==> src/ctr_map.vh <==
`ifndef CTR_MAP_VH
`define CTR_MAP_VH

// Register indices; the byte address is four times the index.
`define CTR_IDX_FAULT_ONE 8'h92
`define CTR_IDX_FAULT_TWO 8'h94
`define CTR_IDX_TUNING 8'h9c
`define CTR_IDX_STATUS 8'ha0
`define CTR_ADDR_W 12

// Writable bit masks and reset values per register.
`define CTR_MASK_FAULT_ONE 32'hbfffff7f
`define CTR_MASK_FAULT_TWO 32'hffffffff
`define CTR_MASK_TUNING 32'hff1c0000
`define CTR_RST_FAULT_ONE 32'h00000000
`define CTR_RST_FAULT_TWO 32'h00000000
`define CTR_RST_TUNING 32'h00200000
// Read-only bits that read as one in the tuning register.
`define CTR_FIXED_TUNING 32'h00200000

// Tuning field positions.
`define CTR_PARITY_BIT 31
`define CTR_BLANK_MSB 30
`define CTR_BLANK_LSB 27
`define CTR_DEGL_MSB 26
`define CTR_DEGL_LSB 24
`define CTR_ALIGN_MSB 20
`define CTR_ALIGN_LSB 18

// Status bits.
`define CTR_STAT_SENSE_BIT 0
`define CTR_STAT_CMP_BIT 1

// Timing: clock rate and the unit of the blanking and deglitch codes.
`define CTR_CLK_HZ 10000000
`define CTR_TIME_UNIT_US 1
`define CTR_CYC_PER_UNIT ((`CTR_CLK_HZ / 1000000) * `CTR_TIME_UNIT_US)

`endif

==> src/ctr_regs.v <==
// Summary of operation
// - The tuning register sits at index 9Ch and reads 00200000h after reset.
// - Bits 30-27 of the tuning register mask zero-cross sensing for n microseconds after each PWM edge, reset zero.
// - Bits 26-24 of the tuning register give the comparator deglitch time in microseconds, reset zero.
// - Bits 20-18 of the tuning register cap the align duty at 10,15,20,25,30,40,50 or 100 percent.
// - The first fault register sits at index 92h, the second at 94h, and the first resets to zero.
//
// Our own choice: the APB register port.
`timescale 1ns/1ps
`include "ctr_map.vh"

module ctr_regs (
	input wire ref_clk_in,
	input wire nrst_in,
	input wire [11:0] paddr_in,
	input wire psel_in,
	input wire penable_in,
	input wire pwrite_in,
	input wire [31:0] pwdata_in,
	input wire [3:0] pstrb_in,
	output wire [31:0] prdata_out,
	output wire pready_out,
	output wire pslverr_out,
	input wire pwm_edge_in,
	input wire bemf_cmp_in,
	output wire zc_sense_enable_out,
	output wire bemf_cmp_filtered_out,
	output wire [3:0] edge_blanking_time_out,
	output wire [2:0] comparator_deglitch_time_out,
	output reg [6:0] align_duty_pct_out,
	output wire [31:0] fault_settings_one_out,
	output wire [31:0] fault_settings_two_out
);
	localparam NREG = 3;
	localparam [95:0] MASKS = {`CTR_MASK_TUNING, `CTR_MASK_FAULT_TWO, `CTR_MASK_FAULT_ONE};
	localparam [95:0] RSTS = {`CTR_RST_TUNING, `CTR_RST_FAULT_TWO, `CTR_RST_FAULT_ONE};
	localparam [95:0] FIXED = {`CTR_FIXED_TUNING, 32'h00000000, 32'h00000000};

	// Decode one-hot: bit0 fault one, bit1 fault two, bit2 tuning, bit3 status.
	function [3:0] ctr_decode;
		input [11:0] addr;
		begin
			ctr_decode = 4'h0;
			if (addr[1:0] == 2'b00) begin
				case (addr[11:2])
					{2'b00, `CTR_IDX_FAULT_ONE}: ctr_decode = 4'h1;
					{2'b00, `CTR_IDX_FAULT_TWO}: ctr_decode = 4'h2;
					{2'b00, `CTR_IDX_TUNING}: ctr_decode = 4'h4;
					{2'b00, `CTR_IDX_STATUS}: ctr_decode = 4'h8;
					default: ctr_decode = 4'h0;
				endcase
			end
		end
	endfunction

	wire [3:0] sel_dec;
	wire setup_ph;
	wire access_ph;
	wire wr_en;
	wire [95:0] reg_flat;
	wire [95:0] read_flat;
	wire [31:0] status_word;
	wire [31:0] tuning_w;
	wire sense_en;
	wire cmp_filt;
	reg [31:0] prdata_r;
	reg [31:0] prdata_nxt;

	assign sel_dec = ctr_decode(paddr_in);
	assign setup_ph = psel_in & ~penable_in;
	assign access_ph = psel_in & penable_in;
	assign wr_en = access_ph & pwrite_in;

	// Zero-wait slave; an unmapped or misaligned address answers with an error.
	assign pready_out = 1'b1;
	assign pslverr_out = access_ph & (sel_dec == 4'h0);

	genvar g;
	genvar b;
	generate
		for (g = 0; g < NREG; g = g + 1) begin : g_reg
			localparam [31:0] MASK = MASKS[g*32 +: 32];
			localparam [31:0] RSTV = RSTS[g*32 +: 32];
			localparam [31:0] FIXV = FIXED[g*32 +: 32];
			reg [31:0] val_r;
			wire [31:0] val_nxt;
			// Each byte lane takes new data only when its strobe is set.
			for (b = 0; b < 4; b = b + 1) begin : g_lane
				assign val_nxt[b*8 +: 8] = (wr_en & sel_dec[g] & pstrb_in[b]) ?
					(pwdata_in[b*8 +: 8] & MASK[b*8 +: 8]) : val_r[b*8 +: 8];
			end
			always @(posedge ref_clk_in or negedge nrst_in) begin
				if (!nrst_in) begin
					val_r <= RSTV & MASK;
				end else begin
					val_r <= val_nxt;
				end
			end
			assign reg_flat[g*32 +: 32] = val_r;
			// Reserved bits read zero, except fixed bits that read one.
			assign read_flat[g*32 +: 32] = (val_r & MASK) | FIXV;
		end
	endgenerate

	assign tuning_w = reg_flat[95:64];
	assign fault_settings_one_out = read_flat[31:0];
	assign fault_settings_two_out = read_flat[63:32];
	assign edge_blanking_time_out = tuning_w[`CTR_BLANK_MSB:`CTR_BLANK_LSB];
	assign comparator_deglitch_time_out = tuning_w[`CTR_DEGL_MSB:`CTR_DEGL_LSB];

	assign status_word = {30'h00000000, cmp_filt, sense_en};

	// Read data is captured in the setup cycle so it is stable in the access phase.
	always @* begin
		prdata_nxt = prdata_r;
		if (setup_ph & ~pwrite_in) begin
			case (sel_dec)
				4'h1: prdata_nxt = read_flat[31:0];
				4'h2: prdata_nxt = read_flat[63:32];
				4'h4: prdata_nxt = read_flat[95:64];
				4'h8: prdata_nxt = status_word;
				default: prdata_nxt = 32'h00000000;
			endcase
		end
	end

	always @(posedge ref_clk_in or negedge nrst_in) begin
		if (!nrst_in) begin
			prdata_r <= 32'h00000000;
		end else begin
			prdata_r <= prdata_nxt;
		end
	end

	assign prdata_out = prdata_r;

	// Align duty limit in percent.
	always @(posedge ref_clk_in or negedge nrst_in) begin
		if (!nrst_in) begin
			align_duty_pct_out <= 7'h0a;
		end else begin
			case (tuning_w[`CTR_ALIGN_MSB:`CTR_ALIGN_LSB])
				3'h0: align_duty_pct_out <= 7'h0a;
				3'h1: align_duty_pct_out <= 7'h0f;
				3'h2: align_duty_pct_out <= 7'h14;
				3'h3: align_duty_pct_out <= 7'h19;
				3'h4: align_duty_pct_out <= 7'h1e;
				3'h5: align_duty_pct_out <= 7'h28;
				3'h6: align_duty_pct_out <= 7'h32;
				default: align_duty_pct_out <= 7'h64;
			endcase
		end
	end

	ctr_zc_timing u_timing (
		.ref_clk_in(ref_clk_in),
		.nrst_in(nrst_in),
		.blank_code_in(tuning_w[`CTR_BLANK_MSB:`CTR_BLANK_LSB]),
		.degl_code_in(tuning_w[`CTR_DEGL_MSB:`CTR_DEGL_LSB]),
		.pwm_edge_in(pwm_edge_in),
		.cmp_in(bemf_cmp_in),
		.sense_en_out(sense_en),
		.cmp_filt_out(cmp_filt)
	);

	assign zc_sense_enable_out = sense_en;
	assign bemf_cmp_filtered_out = cmp_filt;
endmodule // ctr_regs

==> src/ctr_zc_timing.v <==
`timescale 1ns/1ps
`include "ctr_map.vh"

module ctr_zc_timing (
	input wire ref_clk_in,
	input wire nrst_in,
	input wire [3:0] blank_code_in,
	input wire [2:0] degl_code_in,
	input wire pwm_edge_in,
	input wire cmp_in,
	output wire sense_en_out,
	output wire cmp_filt_out
);
	localparam [31:0] CYC_UNIT_32 = `CTR_CYC_PER_UNIT;
	localparam [7:0] CYC_UNIT = CYC_UNIT_32[7:0];

	reg [7:0] blank_cnt_r;
	reg [7:0] blank_cnt_nxt;
	reg sense_r;
	reg [7:0] degl_cnt_r;
	reg filt_r;
	wire [15:0] blank_prod;
	wire [15:0] degl_prod;
	wire [7:0] blank_target;
	wire [7:0] degl_target;

	assign blank_prod = {4'h0, blank_code_in} * CYC_UNIT;
	assign degl_prod = {5'h00, degl_code_in} * CYC_UNIT;
	assign blank_target = blank_prod[7:0];
	assign degl_target = degl_prod[7:0];

	// Sensing is masked for the programmed count after each PWM edge.
	always @* begin
		blank_cnt_nxt = blank_cnt_r;
		if (pwm_edge_in) begin
			blank_cnt_nxt = blank_target;
		end else if (blank_cnt_r != 8'h00) begin
			blank_cnt_nxt = blank_cnt_r - 8'h01;
		end
	end

	always @(posedge ref_clk_in or negedge nrst_in) begin
		if (!nrst_in) begin
			blank_cnt_r <= 8'h00;
			sense_r <= 1'b1;
		end else begin
			blank_cnt_r <= blank_cnt_nxt;
			sense_r <= (blank_cnt_nxt == 8'h00);
		end
	end

	// The filtered output follows only after the input has differed long enough.
	always @(posedge ref_clk_in or negedge nrst_in) begin
		if (!nrst_in) begin
			degl_cnt_r <= 8'h00;
			filt_r <= 1'b0;
		end else if (cmp_in == filt_r) begin
			degl_cnt_r <= 8'h00;
		end else if (degl_cnt_r >= degl_target) begin
			filt_r <= cmp_in;
			degl_cnt_r <= 8'h00;
		end else begin
			degl_cnt_r <= degl_cnt_r + 8'h01;
		end
	end

	assign sense_en_out = sense_r;
	assign cmp_filt_out = filt_r;
endmodule // ctr_zc_timing
==> config.mk <==
export PLATFORM = sky130hd
export DESIGN_NAME = ctr_regs
export DESIGN_NICKNAME = d
export VERILOG_FILES = /design/src/ctr_regs.v /design/src/ctr_zc_timing.v
export VERILOG_INCLUDE_DIRS = /design/src
export SDC_FILE = /design/constraint.sdc
export NUM_CORES = 1
export LEC_CHECK = 0
export ABC_AREA = 1
export BUFFER_PORTS_ARGS = -buffer_cell sky130_fd_sc_hd__clkbuf_2
export CAP_MARGIN = 20
export CORE_AREA = 2 2 170 131
export DETAILED_ROUTE_END_ITERATION = 8
export DIE_AREA = 0 0 172 133
export GPL_TIMING_DRIVEN = 0
export PLACE_DENSITY = 0.58
export SLEW_MARGIN = 30
export SYNTH_ARGS = -nofsm -noshare
export SYNTH_HDL_FRONTEND = slang
export SYNTH_SLANG_ARGS = --single-unit
==> constraint.sdc <==
create_clock -name ref_clk_in -period 3.41 [get_ports ref_clk_in]
set_input_delay 1.023 -clock ref_clk_in [delete_from_list [all_inputs] [get_ports ref_clk_in]]
set_output_delay 1.023 -clock ref_clk_in [all_outputs]
set_load 0.01 [all_outputs]
==> impl_metrics.csv, run 1 <==
group,metric,value,unit
status,status,"finished, final reports clean",
finish,final_layout_size_suffix_gt1_frac,0.256,
critical_path,worstPathCellList,"clkbuf_2 -> nor2_4 -> nand3_1 -> nor2_4 -> nand3_2 -> buf_4 -> nand4_1 -> nor2_1 -> clkbuf_2",
grt,grt_pass1_wl,30400,um
worst_hold_path,min_from,"prdata_out[0]",
cts,clk_pin_slew,0.05,ns
finish,fin_nets,1017,
floorplanning,die_w,172,um
cts,tritoncts,"yes",
critical_path,arrival,2.29,ns
logic_synthesis,ys_seq_area_frac,0.520,
timing,max_clock_freq,302,MHz
cts,clock-sinks,130,
route,drtAntennaViolNets,0,
pwr,seq_power_share,0.411,
floorplanning,rows,47,
logic_synthesis,synth_fa_ha_area_frac,0.0352,
place,dpl.hpwl,14600,um
logic_synthesis,synth-xor-area-share,0.0126,
critical_path,worstPathMaxFanout,10,
logic_synthesis,synthCells,757,
floorplanning,ios,169,
route,routed_wirelength,19400,um
grt,grt_pass1_vias,5480,
route,avgViaCountPerCell,4.52,
logic_synthesis,synth_simple_gate_area_share,0.238,
worst_hold_path,hp-class,"reg2reg",
logic_synthesis,async_reset_ff_frac,1.00,
grt,track_usage,0.175,
pwr,intPower,0.00295,W
pwr,p_total,0.00392,W
logic_synthesis,ys_ff_latch,130,
critical_path,crit_family,"simple AND/OR/NAND/NOR gates",
floorplanning,dieArea,22900,sq um
critical_path,timing.rr.start,"g_reg[2].val_r[24]",
critical_path,cp-start-kind,"primary input",
critical_path,setup.worst_path.class,"in2out",
route,wl_per_cell,15.5,um
pwr,p_sw_frac,0.248,
logic_synthesis,synth_flop_cell,"dfrtp_1",
critical_path,rr_worst_depth,12,
cts,max-clock-path-buffers,2,
grt,grt_antenna_before_repair,0,
critical_path,cp.required,2.39,ns
logic_synthesis,synth.top_cell.area_share,0.507,
logic_synthesis,yosys-mux-area-fraction,0,
cts,numCtsBuffers,17,
floorplanning,initial_core_util,0.293,
timing,max_slew_margin,0.541,
pwr,switchingPower,0.000971,W
timing,finClkSkew,0.00675,ns
logic_synthesis,synth_top_family_by_area,"simple AND/OR/NAND/NOR gates",
logic_synthesis,synth_area_per_cell,8.28,sq um
logic_synthesis,netlist_top_cells_area,"dfrtp_1, nand2_1, inv_1",
logic_synthesis,synth-compound-area-share,0.0963,
logic_synthesis,syn_area,6260,sq um
timing,fin_crit_sh,0.972,
cts,clk_latency,0.41,ns
place,gp_routability_congestion,0.793,
timing,hold_ws,0.477,ns
timing,grt_setup_unrepaired,"false",
finish,synthToLayoutAreaGrowth,30.9,%
critical_path,crit_path_top_delay_cell,"buf_4",
timing,finalCriticalPeriod,3.31,ns
cts,h-tree-depth,4,
logic_synthesis,yosysMostFrequentCell,"nand2_1",
grt,grt_max_degree,75,
timing,finalHoldViolCount,0,
critical_path,cp.buffers_inverters,3,
cts,cts_root_buffer,"clkbuf_16",
route,firstDrtPassIters,5,
finish,n_antenna_cell,0,
grt,grt_overflow_total,0,
pwr,comb_power_share,0.105,
critical_path,crit_path_end_kind,"output pin",
timing,drv_slew,0,
finish,fill_cells,2275,
logic_synthesis,synthTopCellsByCount,"nand2_1, dfrtp_1, inv_1",
route,drc,0,
place,io_buffer_count,165,
floorplanning,dieHeight,133,um
critical_path,cpPeakStageDelay,0.24,ns
logic_synthesis,synth_warnings,0,
logic_synthesis,synth_edf_count,0,
timing,finalSetupViolations,0,
critical_path,r2r-end,"u_timing.degl_cnt_r[3]",
worst_hold_path,holdPathStages,2,
pwr,clock_power_share,0.485,
logic_synthesis,synth_top_area_cell,"dfrtp_1",
pwr,p_leak,4.26,nW
logic_synthesis,ys_types,32,
route,drt_iter0_drc,345,
cts,ctsHoldBuffers,0,
critical_path,r2r_setup_slack,0.87,ns
pwr,power.density,478,nW/um^2
timing,tightest_slew,0.689,ns
flow_run,drv_cap,0,
floorplanning,core,21400,sq um
route,vias,5661,
pwr,max-vdd-ir-drop,248,uV
worst_hold_path,holdPathEnd,"prdata_out[0]",
## placed cells by master (no fill, tap or decap), drive strengths merged, types with 4 or more instances in the layout
master      n
dfrtp     127
nor3        6
nand3      34
inv       112
clkinvlp    4
nand4      34
ha         16
o22ai      19
nand2     219
xor2        6
nor2       38
buf        24
clkbuf    205
o21ai      85
a21oi       7
## through the flow
step	cell area (sq um)	util	instances	TNS [ns]	setup WS, ns
after floorplan	6270	-	758	0	0.307
after global placement	7460	0.349	1217	-111.33	-0.888
after detailed placement	7500	0.350	1218	-0.609	-0.609
after CTS	8180	0.382	1252	0	0.0140
after global routing	8200	0.383	1252	0	0.0205
final	8200	0.383	1252	0	0.0968
## what timing repair did
item                                    in CTS  in global routing
setup buffers                                3                  0
endpoints found under the setup margin       1                  1
pin swaps                                    3                  0
gates resized for setup                     12                  4
## layout make-up
class	count	area (sq um)	share of cell area
Inverter	112	420	0.0513
Sequential cell	130	3260	0.397
Timing Repair Buffer	169	885	0.108
Multi-Input combinational cell	479	2460	0.300
Clock inverter	8	125	0.0153
Tap cell	294	368	0.0449
Clock buffer	24	492	0.0600
Buffer	36	189	0.0230
## logic make-up after synthesis
| logic type | count (synthesis) |
|---|---|
| DFF | 130 |
| and+or+nand+nor | 336 |
| buffers and inverters | 149 |
| adders and majority gates | 17 |
| AOI/OAI and AO/OA | 114 |
| other | 2 |
| xor gates and xnor gates | 9 |
## registers in the layout, summed over array words and instances, names as in the netlist
signal,count
g.val_r,41
fault_settings_two_out,32
prdata_out,32
u_timing.blank_cnt_r,8
u_timing.degl_cnt_r,8
align_duty_pct_out,7
u_timing.cmp_filt_out,1
u_timing.sense_en_out,1
## how the worst max path moves through the flow
stage	start	end	slack (ns)	cells past startpoint
after floorplan	paddr_in[9]	pslverr_out	0.31	8
after global placement	nrst_in	fault_settings_two_out[13]	-0.89	1
after detailed placement	paddr_in[9]	pslverr_out	-0.61	9
after CTS	paddr_in[9]	pslverr_out	0.01	9
after global routing	paddr_in[3]	pslverr_out	0.02	9
final	paddr_in[3]	pslverr_out	0.1	9
## power groups by stage
stage / clock (W) / sequential, W / combinational [W]
floorplan: 0 / 0.00163 / 0.000254
global placement: 0 / 0.00164 / 0.000390
detailed placement: 0 / 0.00164 / 0.000403
CTS: 0.00194 / 0.00161 / 0.000411
global route: 0.00200 / 0.00161 / 0.000471
finish: 0.00190 / 0.00161 / 0.000410
## worst register-to-register path: cells and delay by family, from the launching register on
family	cells	cell delay (ns)
AOI/OAI and AO/OA	1	0.13
adders and majority gates	4	0.98
DFF	1	0.48
and+or+nand+nor	5	0.51
buffers and inverters	2	0.32
## layer usage
metal	track usage	up-vias	wire (um)
met1	0.260	2665	9650
met2	0.254	174	8480
met3	0.0434	14	1140
met5	0	-	0
li1	-	2808	-
met4	0.0425	0	170
No activity file was read; power rests on OpenSTA's default activity.
==> inputs of run 2 (changes only) <==
--- a/config.mk
+++ b/config.mk
@@ -9,12 +9,13 @@
 export ABC_AREA = 1
 export BUFFER_PORTS_ARGS = -buffer_cell sky130_fd_sc_hd__clkbuf_2
 export CAP_MARGIN = 20
-export CORE_AREA = 2 2 170 131
+export CORE_AREA = 2 2 175 134
 export DETAILED_ROUTE_END_ITERATION = 8
-export DIE_AREA = 0 0 172 133
+export DIE_AREA = 0 0 177 136
 export GPL_TIMING_DRIVEN = 0
-export PLACE_DENSITY = 0.58
+export PLACE_DENSITY = 0.59
 export SLEW_MARGIN = 30
 export SYNTH_ARGS = -nofsm -noshare
 export SYNTH_HDL_FRONTEND = slang
+export SYNTH_HIERARCHICAL = 1
 export SYNTH_SLANG_ARGS = --single-unit
==> constraint.sdc (replaced) <==
create_clock -name ref_clk_in -period 2.7 [get_ports ref_clk_in]
set_input_delay 0.81 -clock ref_clk_in [delete_from_list [all_inputs] [get_ports ref_clk_in]]
set_output_delay 0.81 -clock ref_clk_in [all_outputs]
set_load 0.01 [all_outputs]
==> impl_metrics.csv, run 2 <==
group,metric,value,unit
status,status,"finished, final reports clean",
cts,clock-sinks,130,
logic_synthesis,synthCells,776,
pwr,p_total,0.00506,W
pwr,comb_power_share,0.140,
worst_hold_path,hp-class,"in2async",
finish,final_layout_size_suffix_gt1_frac,0.313,
critical_path,r2r_setup_slack,0.30,ns
finish,mostFrequentLayoutCell,"nand2_1",
route,routed_wirelength,20700,um
timing,hold_ws,0.194,ns
logic_synthesis,async_reset_ff_frac,1.00,
finish,largest_reg_flops,41,
place,dpl.hpwl,15500,um
grt,grt_pass1_wl,31200,um
floorplanning,dieArea,24100,sq um
timing,drv_slew,0,
place,io_buffer_count,165,
pwr,p_sw_frac,0.267,
logic_synthesis,ys_ff_latch,130,
logic_synthesis,synth_warnings,6,
pwr,power.density,599,nW/um^2
cts,max-clock-path-buffers,2,
finish,final_cell_mix,"nand2_1, clkbuf_2, nand3_1",
cts,ctsHoldBuffers,0,
grt,track_usage,0.175,
grt,grt_antenna_before_repair,1,
critical_path,crit_path_top_delay_cell,"nor2_4",
timing,fin_crit_sh,0.955,
finish,largest-register,"g.val_r",
place,dp_cells,1244,
critical_path,timing.rr.start,"g_reg[2].val_r[24]",
floorplanning,dieHeight,136,um
cts,clk_latency,0.42,ns
grt,grt_max_degree,75,
timing,max_clock_freq,388,MHz
logic_synthesis,synth_top_area_cell,"dfrtp_1",
critical_path,rr_worst_depth,10,
pwr,clock_power_share,0.452,
finish,final_cells,1276,
cts,cts_root_buffer,"clkbuf_16",
timing,setup_ws,0.121,ns
pwr,switchingPower,0.00135,W
critical_path,cp.depth,8,
floorplanning,rows,48,
pwr,max-vdd-ir-drop,340,uV
route,drtAntennaViolNets,0,
critical_path,cpPeakStageDelay,0.21,ns
logic_synthesis,syn_area,6600,sq um
route,wl_per_cell,16.2,um
critical_path,cp.required,1.89,ns
route,drt_iter0_drc,388,
finish,synthToLayoutAreaGrowth,28.0,%
timing,finalSetupViolations,0,
pwr,p_leak,4.65,nW
pwr,seq_power_share,0.409,
place,pre_cts_ws,0.0320,ns
logic_synthesis,ys_types,33,
finish,fin_nets,1035,
timing,tightest_slew,0.763,ns
route,vias,5760,
logic_synthesis,synth_flop_cell,"dfrtp_1",
timing,finalHoldViolCount,0,
route,avgViaCountPerCell,4.51,
logic_synthesis,yosysMostFrequentCell,"nand2_1",
critical_path,arrival,1.77,ns
logic_synthesis,synth_area_per_cell,8.50,sq um
pwr,intPower,0.00371,W
floorplanning,ios,169,
floorplanning,core,22500,sq um
cts,post-cts-setup-buffer-count,0,
critical_path,cp.buffers_inverters,2,
cts,numCtsBuffers,17,
timing,max_slew_margin,0.491,
floorplanning,die_w,177,um
logic_synthesis,ys_seq_area_frac,0.494,
grt,grt_overflow_total,0,
logic_synthesis,synth.top_cell.area_share,0.482,
floorplanning,initial_core_util,0.293,
critical_path,crit_family,"simple AND/OR/NAND/NOR gates",
route,drc,0,
critical_path,cp-start-kind,"primary input",
logic_synthesis,synth_edf_count,0,
finish,utilization,0.375,
critical_path,worstPathCellList,"clkbuf_2 -> nor2_2 -> nand2_2 -> nor2_4 -> nand2_2 -> nand2_1 -> nor3_1 -> clkbuf_2",
critical_path,crit_path_end_kind,"output pin",
cts,tritoncts,"yes",
logic_synthesis,netlist_top_cells_area,"dfrtp_1, nand2_1, nand3_1",
timing,finClkSkew,0.00737,ns
critical_path,r2r-end,"u_timing/degl_cnt_r[6]",
critical_path,worstPathMaxFanout,7,
cts,h-tree-depth,4,
cts,clk_pin_slew,0.05,ns
grt,grt_pass1_vias,5507,
critical_path,setup.worst_path.class,"in2out",
route,firstDrtPassIters,5,
flow_run,drv_cap,0,
place,gp_routability_congestion,0.787,
timing,grt_setup_unrepaired,"false",
timing,finalCriticalPeriod,2.58,ns
logic_synthesis,synthTopCellsByCount,"nand2_1, nand3_1, dfrtp_1",
run 2: how the worst max path moves through the flow:
stage	startpoint	endpoint	slack [ns]
2_1_floorplan	paddr_in[6]	pslverr_out	0.40
4_1_cts	paddr_in[1]	pslverr_out	0.03
3_3_place_gp	nrst_in	g_reg[0].val_r[16]	-1.44
6_report	paddr_in[3]	pslverr_out	0.12
5_1_grt	paddr_in[3]	pslverr_out	0.04
3_5_place_dp	paddr_in[1]	pslverr_out	0.03
run 2: stage by stage:
step	area, sq um	setup TNS, ns
after floorplan	6600	0
after global placement	7800	-182.63
after detailed placement	7870	0
after CTS	8440	0
after global routing	8450	0
final	8450	0
run 2: layout make-up:
cell class | instances | area [sq um]
antenna | 1 | 2.50
clock buffer | 26 | 499
clock inverter | 5 | 75.1
sequential | 130 | 3260
fill | 2333 | 14100
multi-input combinational | 524 | 2800
buffer | 42 | 250
timing repair buffer | 167 | 890
inverter | 81 | 304
tap | 300 | 375
run 2: timing repair:
item	4_1_cts	5_1_grt
hold endpoints to repair	0	0
setup endpoints to repair	0	1
resized for setup	0	1
run 2: power by group through the flow:
stage / clock, W / sequential [W] / combinational [W]
2_1_floorplan: 0 / 0.00209 / 0.000498
3_3_place_gp: 0 / 0.00210 / 0.000692
3_5_place_dp: 0 / 0.00210 / 0.000711
4_1_cts: 0.00233 / 0.00207 / 0.000714
5_1_grt: 0.00243 / 0.00207 / 0.000807
6_report: 0.00228 / 0.00207 / 0.000707
run 2: cells by family after synthesis:
kind of cell | after synthesis | share of synthesized area
other cells | 2 | 0.00114
simple gates | 407 | 0.290
fa+ha+maj | 17 | 0.0334
compound gates | 86 | 0.0836
buf+inv | 123 | 0.0840
xor+xnor | 11 | 0.0146
flops | 130 | 0.494
run 2: worst reg2reg max path, cell delays in order (launching register included):
cell and delay [ns]:
dfrtp_1 0.44, ha_1 0.23, ha_1 0.18, ha_1 0.26
inv_1 0.04, ha_1 0.28, a21oi_1 0.15, nor2_1 0.06
nor3_2 0.13, nand4_1 0.33, nor2_1 0.21
run 2: per-layer routing:
layer / track usage / vias up / part of all wire
li1: - / 2882 / -
met4: 0.0551 / 0 / 0.015
met5: 0 / - / 0
met3: 0.0501 / 19 / 0.067
met2: 0.258 / 175 / 0.44
met1: 0.246 / 2684 / 0.48
==> inputs of run 3 (changes only) <==
--- a/config.mk
+++ b/config.mk
@@ -9,11 +9,11 @@
 export ABC_AREA = 1
 export BUFFER_PORTS_ARGS = -buffer_cell sky130_fd_sc_hd__clkbuf_2
 export CAP_MARGIN = 20
-export CORE_AREA = 2 2 175 134
+export CORE_AREA = 2 2 143 110
 export DETAILED_ROUTE_END_ITERATION = 8
-export DIE_AREA = 0 0 177 136
+export DIE_AREA = 0 0 145 112
 export GPL_TIMING_DRIVEN = 0
-export PLACE_DENSITY = 0.59
+export PLACE_DENSITY = 0.8
 export SLEW_MARGIN = 30
 export SYNTH_ARGS = -nofsm -noshare
 export SYNTH_HDL_FRONTEND = slang
==> impl_metrics.csv, run 3 (same netlist as run 2, synthesis figures left out) <==
group,metric,value,unit
timing,max_slew_margin,0.529,
place,placed_area,7720,sq um
finish,design_area,8340,sq um
cts,max-clock-path-buffers,2,
route,routed_wirelength,18800,um
finish,synthToLayoutAreaGrowth,26.4,%
grt,grt_pass1_vias,5695,
grt,track_usage,0.238,
cts,h-tree-depth,4,
finish,multi_input_area,2800,sq um
critical_path,worstSetupStartpoint,"paddr_in[3]",
cts,cts_root_buffer,"clkbuf_16",
timing,drv_slew,0,
critical_path,crit_path_end_kind,"output pin",
floorplanning,die_w,145,um
pwr,p_leak,4.64,nW
floorplanning,dieArea,16200,sq um
floorplanning,initial_core_util,0.443,
cts,ctsHoldBuffers,0,
critical_path,r2r-end,"u_timing/degl_cnt_r[4]",
place,gp_routability_congestion,0.857,
route,drtAntennaViolNets,0,
grt,grt_antenna_before_repair,0,
cts,tritoncts,"yes",
critical_path,crit_end,"pslverr_out",
critical_path,worstPathMaxFanout,7,
finish,final_cells,1180,
timing,setup_ws,0.130,ns
place,dpl.hpwl,14000,um
cts,clock-sinks,130,
place,dp_cells,1148,
grt,grt_pass1_wl,29900,um
floorplanning,ios,169,
pwr,power.density,615,nW/um^2
critical_path,arrival,1.76,ns
timing,fin_crit_sh,0.952,
pwr,max-vdd-ir-drop,429,uV
finish,regArea,3260,sq um
finish,largest_reg_flops,41,
finish,final_cell_mix,"nand2_1, clkbuf_2, nand3_1",
grt,grt_max_degree,80,
finish,largest-register,"g.val_r",
finish,mostFrequentLayoutCell,"nand2_1",
timing,max_clock_freq,389,MHz
finish,fill_cells,1354,
timing,finClkSkew,0.00715,ns
floorplanning,core,14900,sq um
timing,finalSetupViolations,0,
critical_path,rr_worst_depth,10,
flow_run,drv_cap,0,
place,io_buffer_count,165,
route,avgViaCountPerCell,5.00,
critical_path,setup.worst_path.class,"in2out",
timing,finalHoldViolCount,0,
route,firstDrtPassIters,5,
status,status,"finished, final reports clean",
critical_path,cp.required,1.89,ns
timing,finalCriticalPeriod,2.57,ns
grt,grt_overflow_total,0,
cts,clk_latency,0.42,ns
critical_path,timing.rr.start,"g_reg[2].val_r[24]",
floorplanning,dieHeight,112,um
timing,tightest_slew,0.706,ns
route,drt_iter0_drc,371,
finish,n_antenna_cell,0,
finish,final_layout_size_suffix_gt1_frac,0.318,
route,vias,5900,
route,wl_per_cell,15.9,um
critical_path,cp-start-kind,"primary input",
timing,grt_setup_unrepaired,"false",
worst_hold_path,hp-class,"in2async",
place,pre_cts_ws,0.0963,ns
cts,clk_pin_slew,0.05,ns
pwr,p_total,0.00513,W
finish,fin_nets,1034,
cts,numCtsBuffers,17,
critical_path,r2r_setup_slack,0.27,ns
route,drc,0,
floorplanning,rows,39,
finish,utilization,0.560,
-- run 3: cell count changes in the layout (fill, tap and decap cells not counted), sizes merged --
cell	change
clkinvlp	+5
diode	-1
bufinv	+1
buf	-1
clkbuf	-7
clkinv	+2
-- run 3: worst min-delay path by stage --
| stage | start | end | slack (ns) | depth (start not counted) |
|---|---|---|---|---|
| floorplan | u_timing/degl_cnt_r[0] | u_timing/degl_cnt_r[0] | 0.43 | 1 |
| CTS | nrst_in | u_timing/degl_cnt_r[6] | 0.44 | 1 |
| global route | nrst_in | u_timing/degl_cnt_r[6] | 0.46 | 1 |
| global placement | u_timing/degl_cnt_r[0] | u_timing/degl_cnt_r[0] | 0.45 | 1 |
| finish | nrst_in | u_timing/degl_cnt_r[6] | 0.41 | 1 |
| detailed placement | prdata_out[8] | prdata_out[8] | 0.47 | 2 |
-- run 3: power breakdown --
part           internal, W  leakage, nW  switching, W  total, W
logic             0.000246         2.55      0.000453  0.000699
registers          0.00201         1.80     0.0000564   0.00206
clock network      0.00150        0.287      0.000869   0.00237
-- run 3: layout make-up --
cell class,count,share of cell area
clock buffers,19,0.0543
plain buffers,42,0.0300
multi-input cells,524,0.335
well taps,205,0.0308
flip-flops and latches,130,0.391
inverters,81,0.0365
repair buffers,166,0.103
clock inverters,13,0.0192
-- run 3: routing by layer --
layer	up-vias	wire [um]	track usage
met4	0	511	0.100
met2	215	8600	0.368
met5	-	0	0
met1	2766	8300	0.317
li1	2879	-	-
met3	40	1340	0.0684
-- run 3: through the flow --
step           setup TNS [ns]  hold WS [ns]
6_report                    0         0.410
5_1_grt                     0         0.462
4_1_cts                     0         0.437
3_5_place_dp                0         0.468
3_3_place_gp          -150.50         0.453
2_1_floorplan               0         0.432
-- run 3: what timing repair did --
| item | CTS | global route |
|---|---|---|
| setup endpoints to repair | 0 | 1 |
| resized for setup | 0 | 1 |
| setup buffers | 0 | 0 |
-- run 3: worst max-delay path, cell delays in order --
cell,delay (ns)
clkbuf_2,0.11
nor2_2,0.18
nand2_2,0.10
nor2_4,0.20
nand2_2,0.11
nand2_1,0.08
nor3_1,0.04
clkbuf_2,0.13
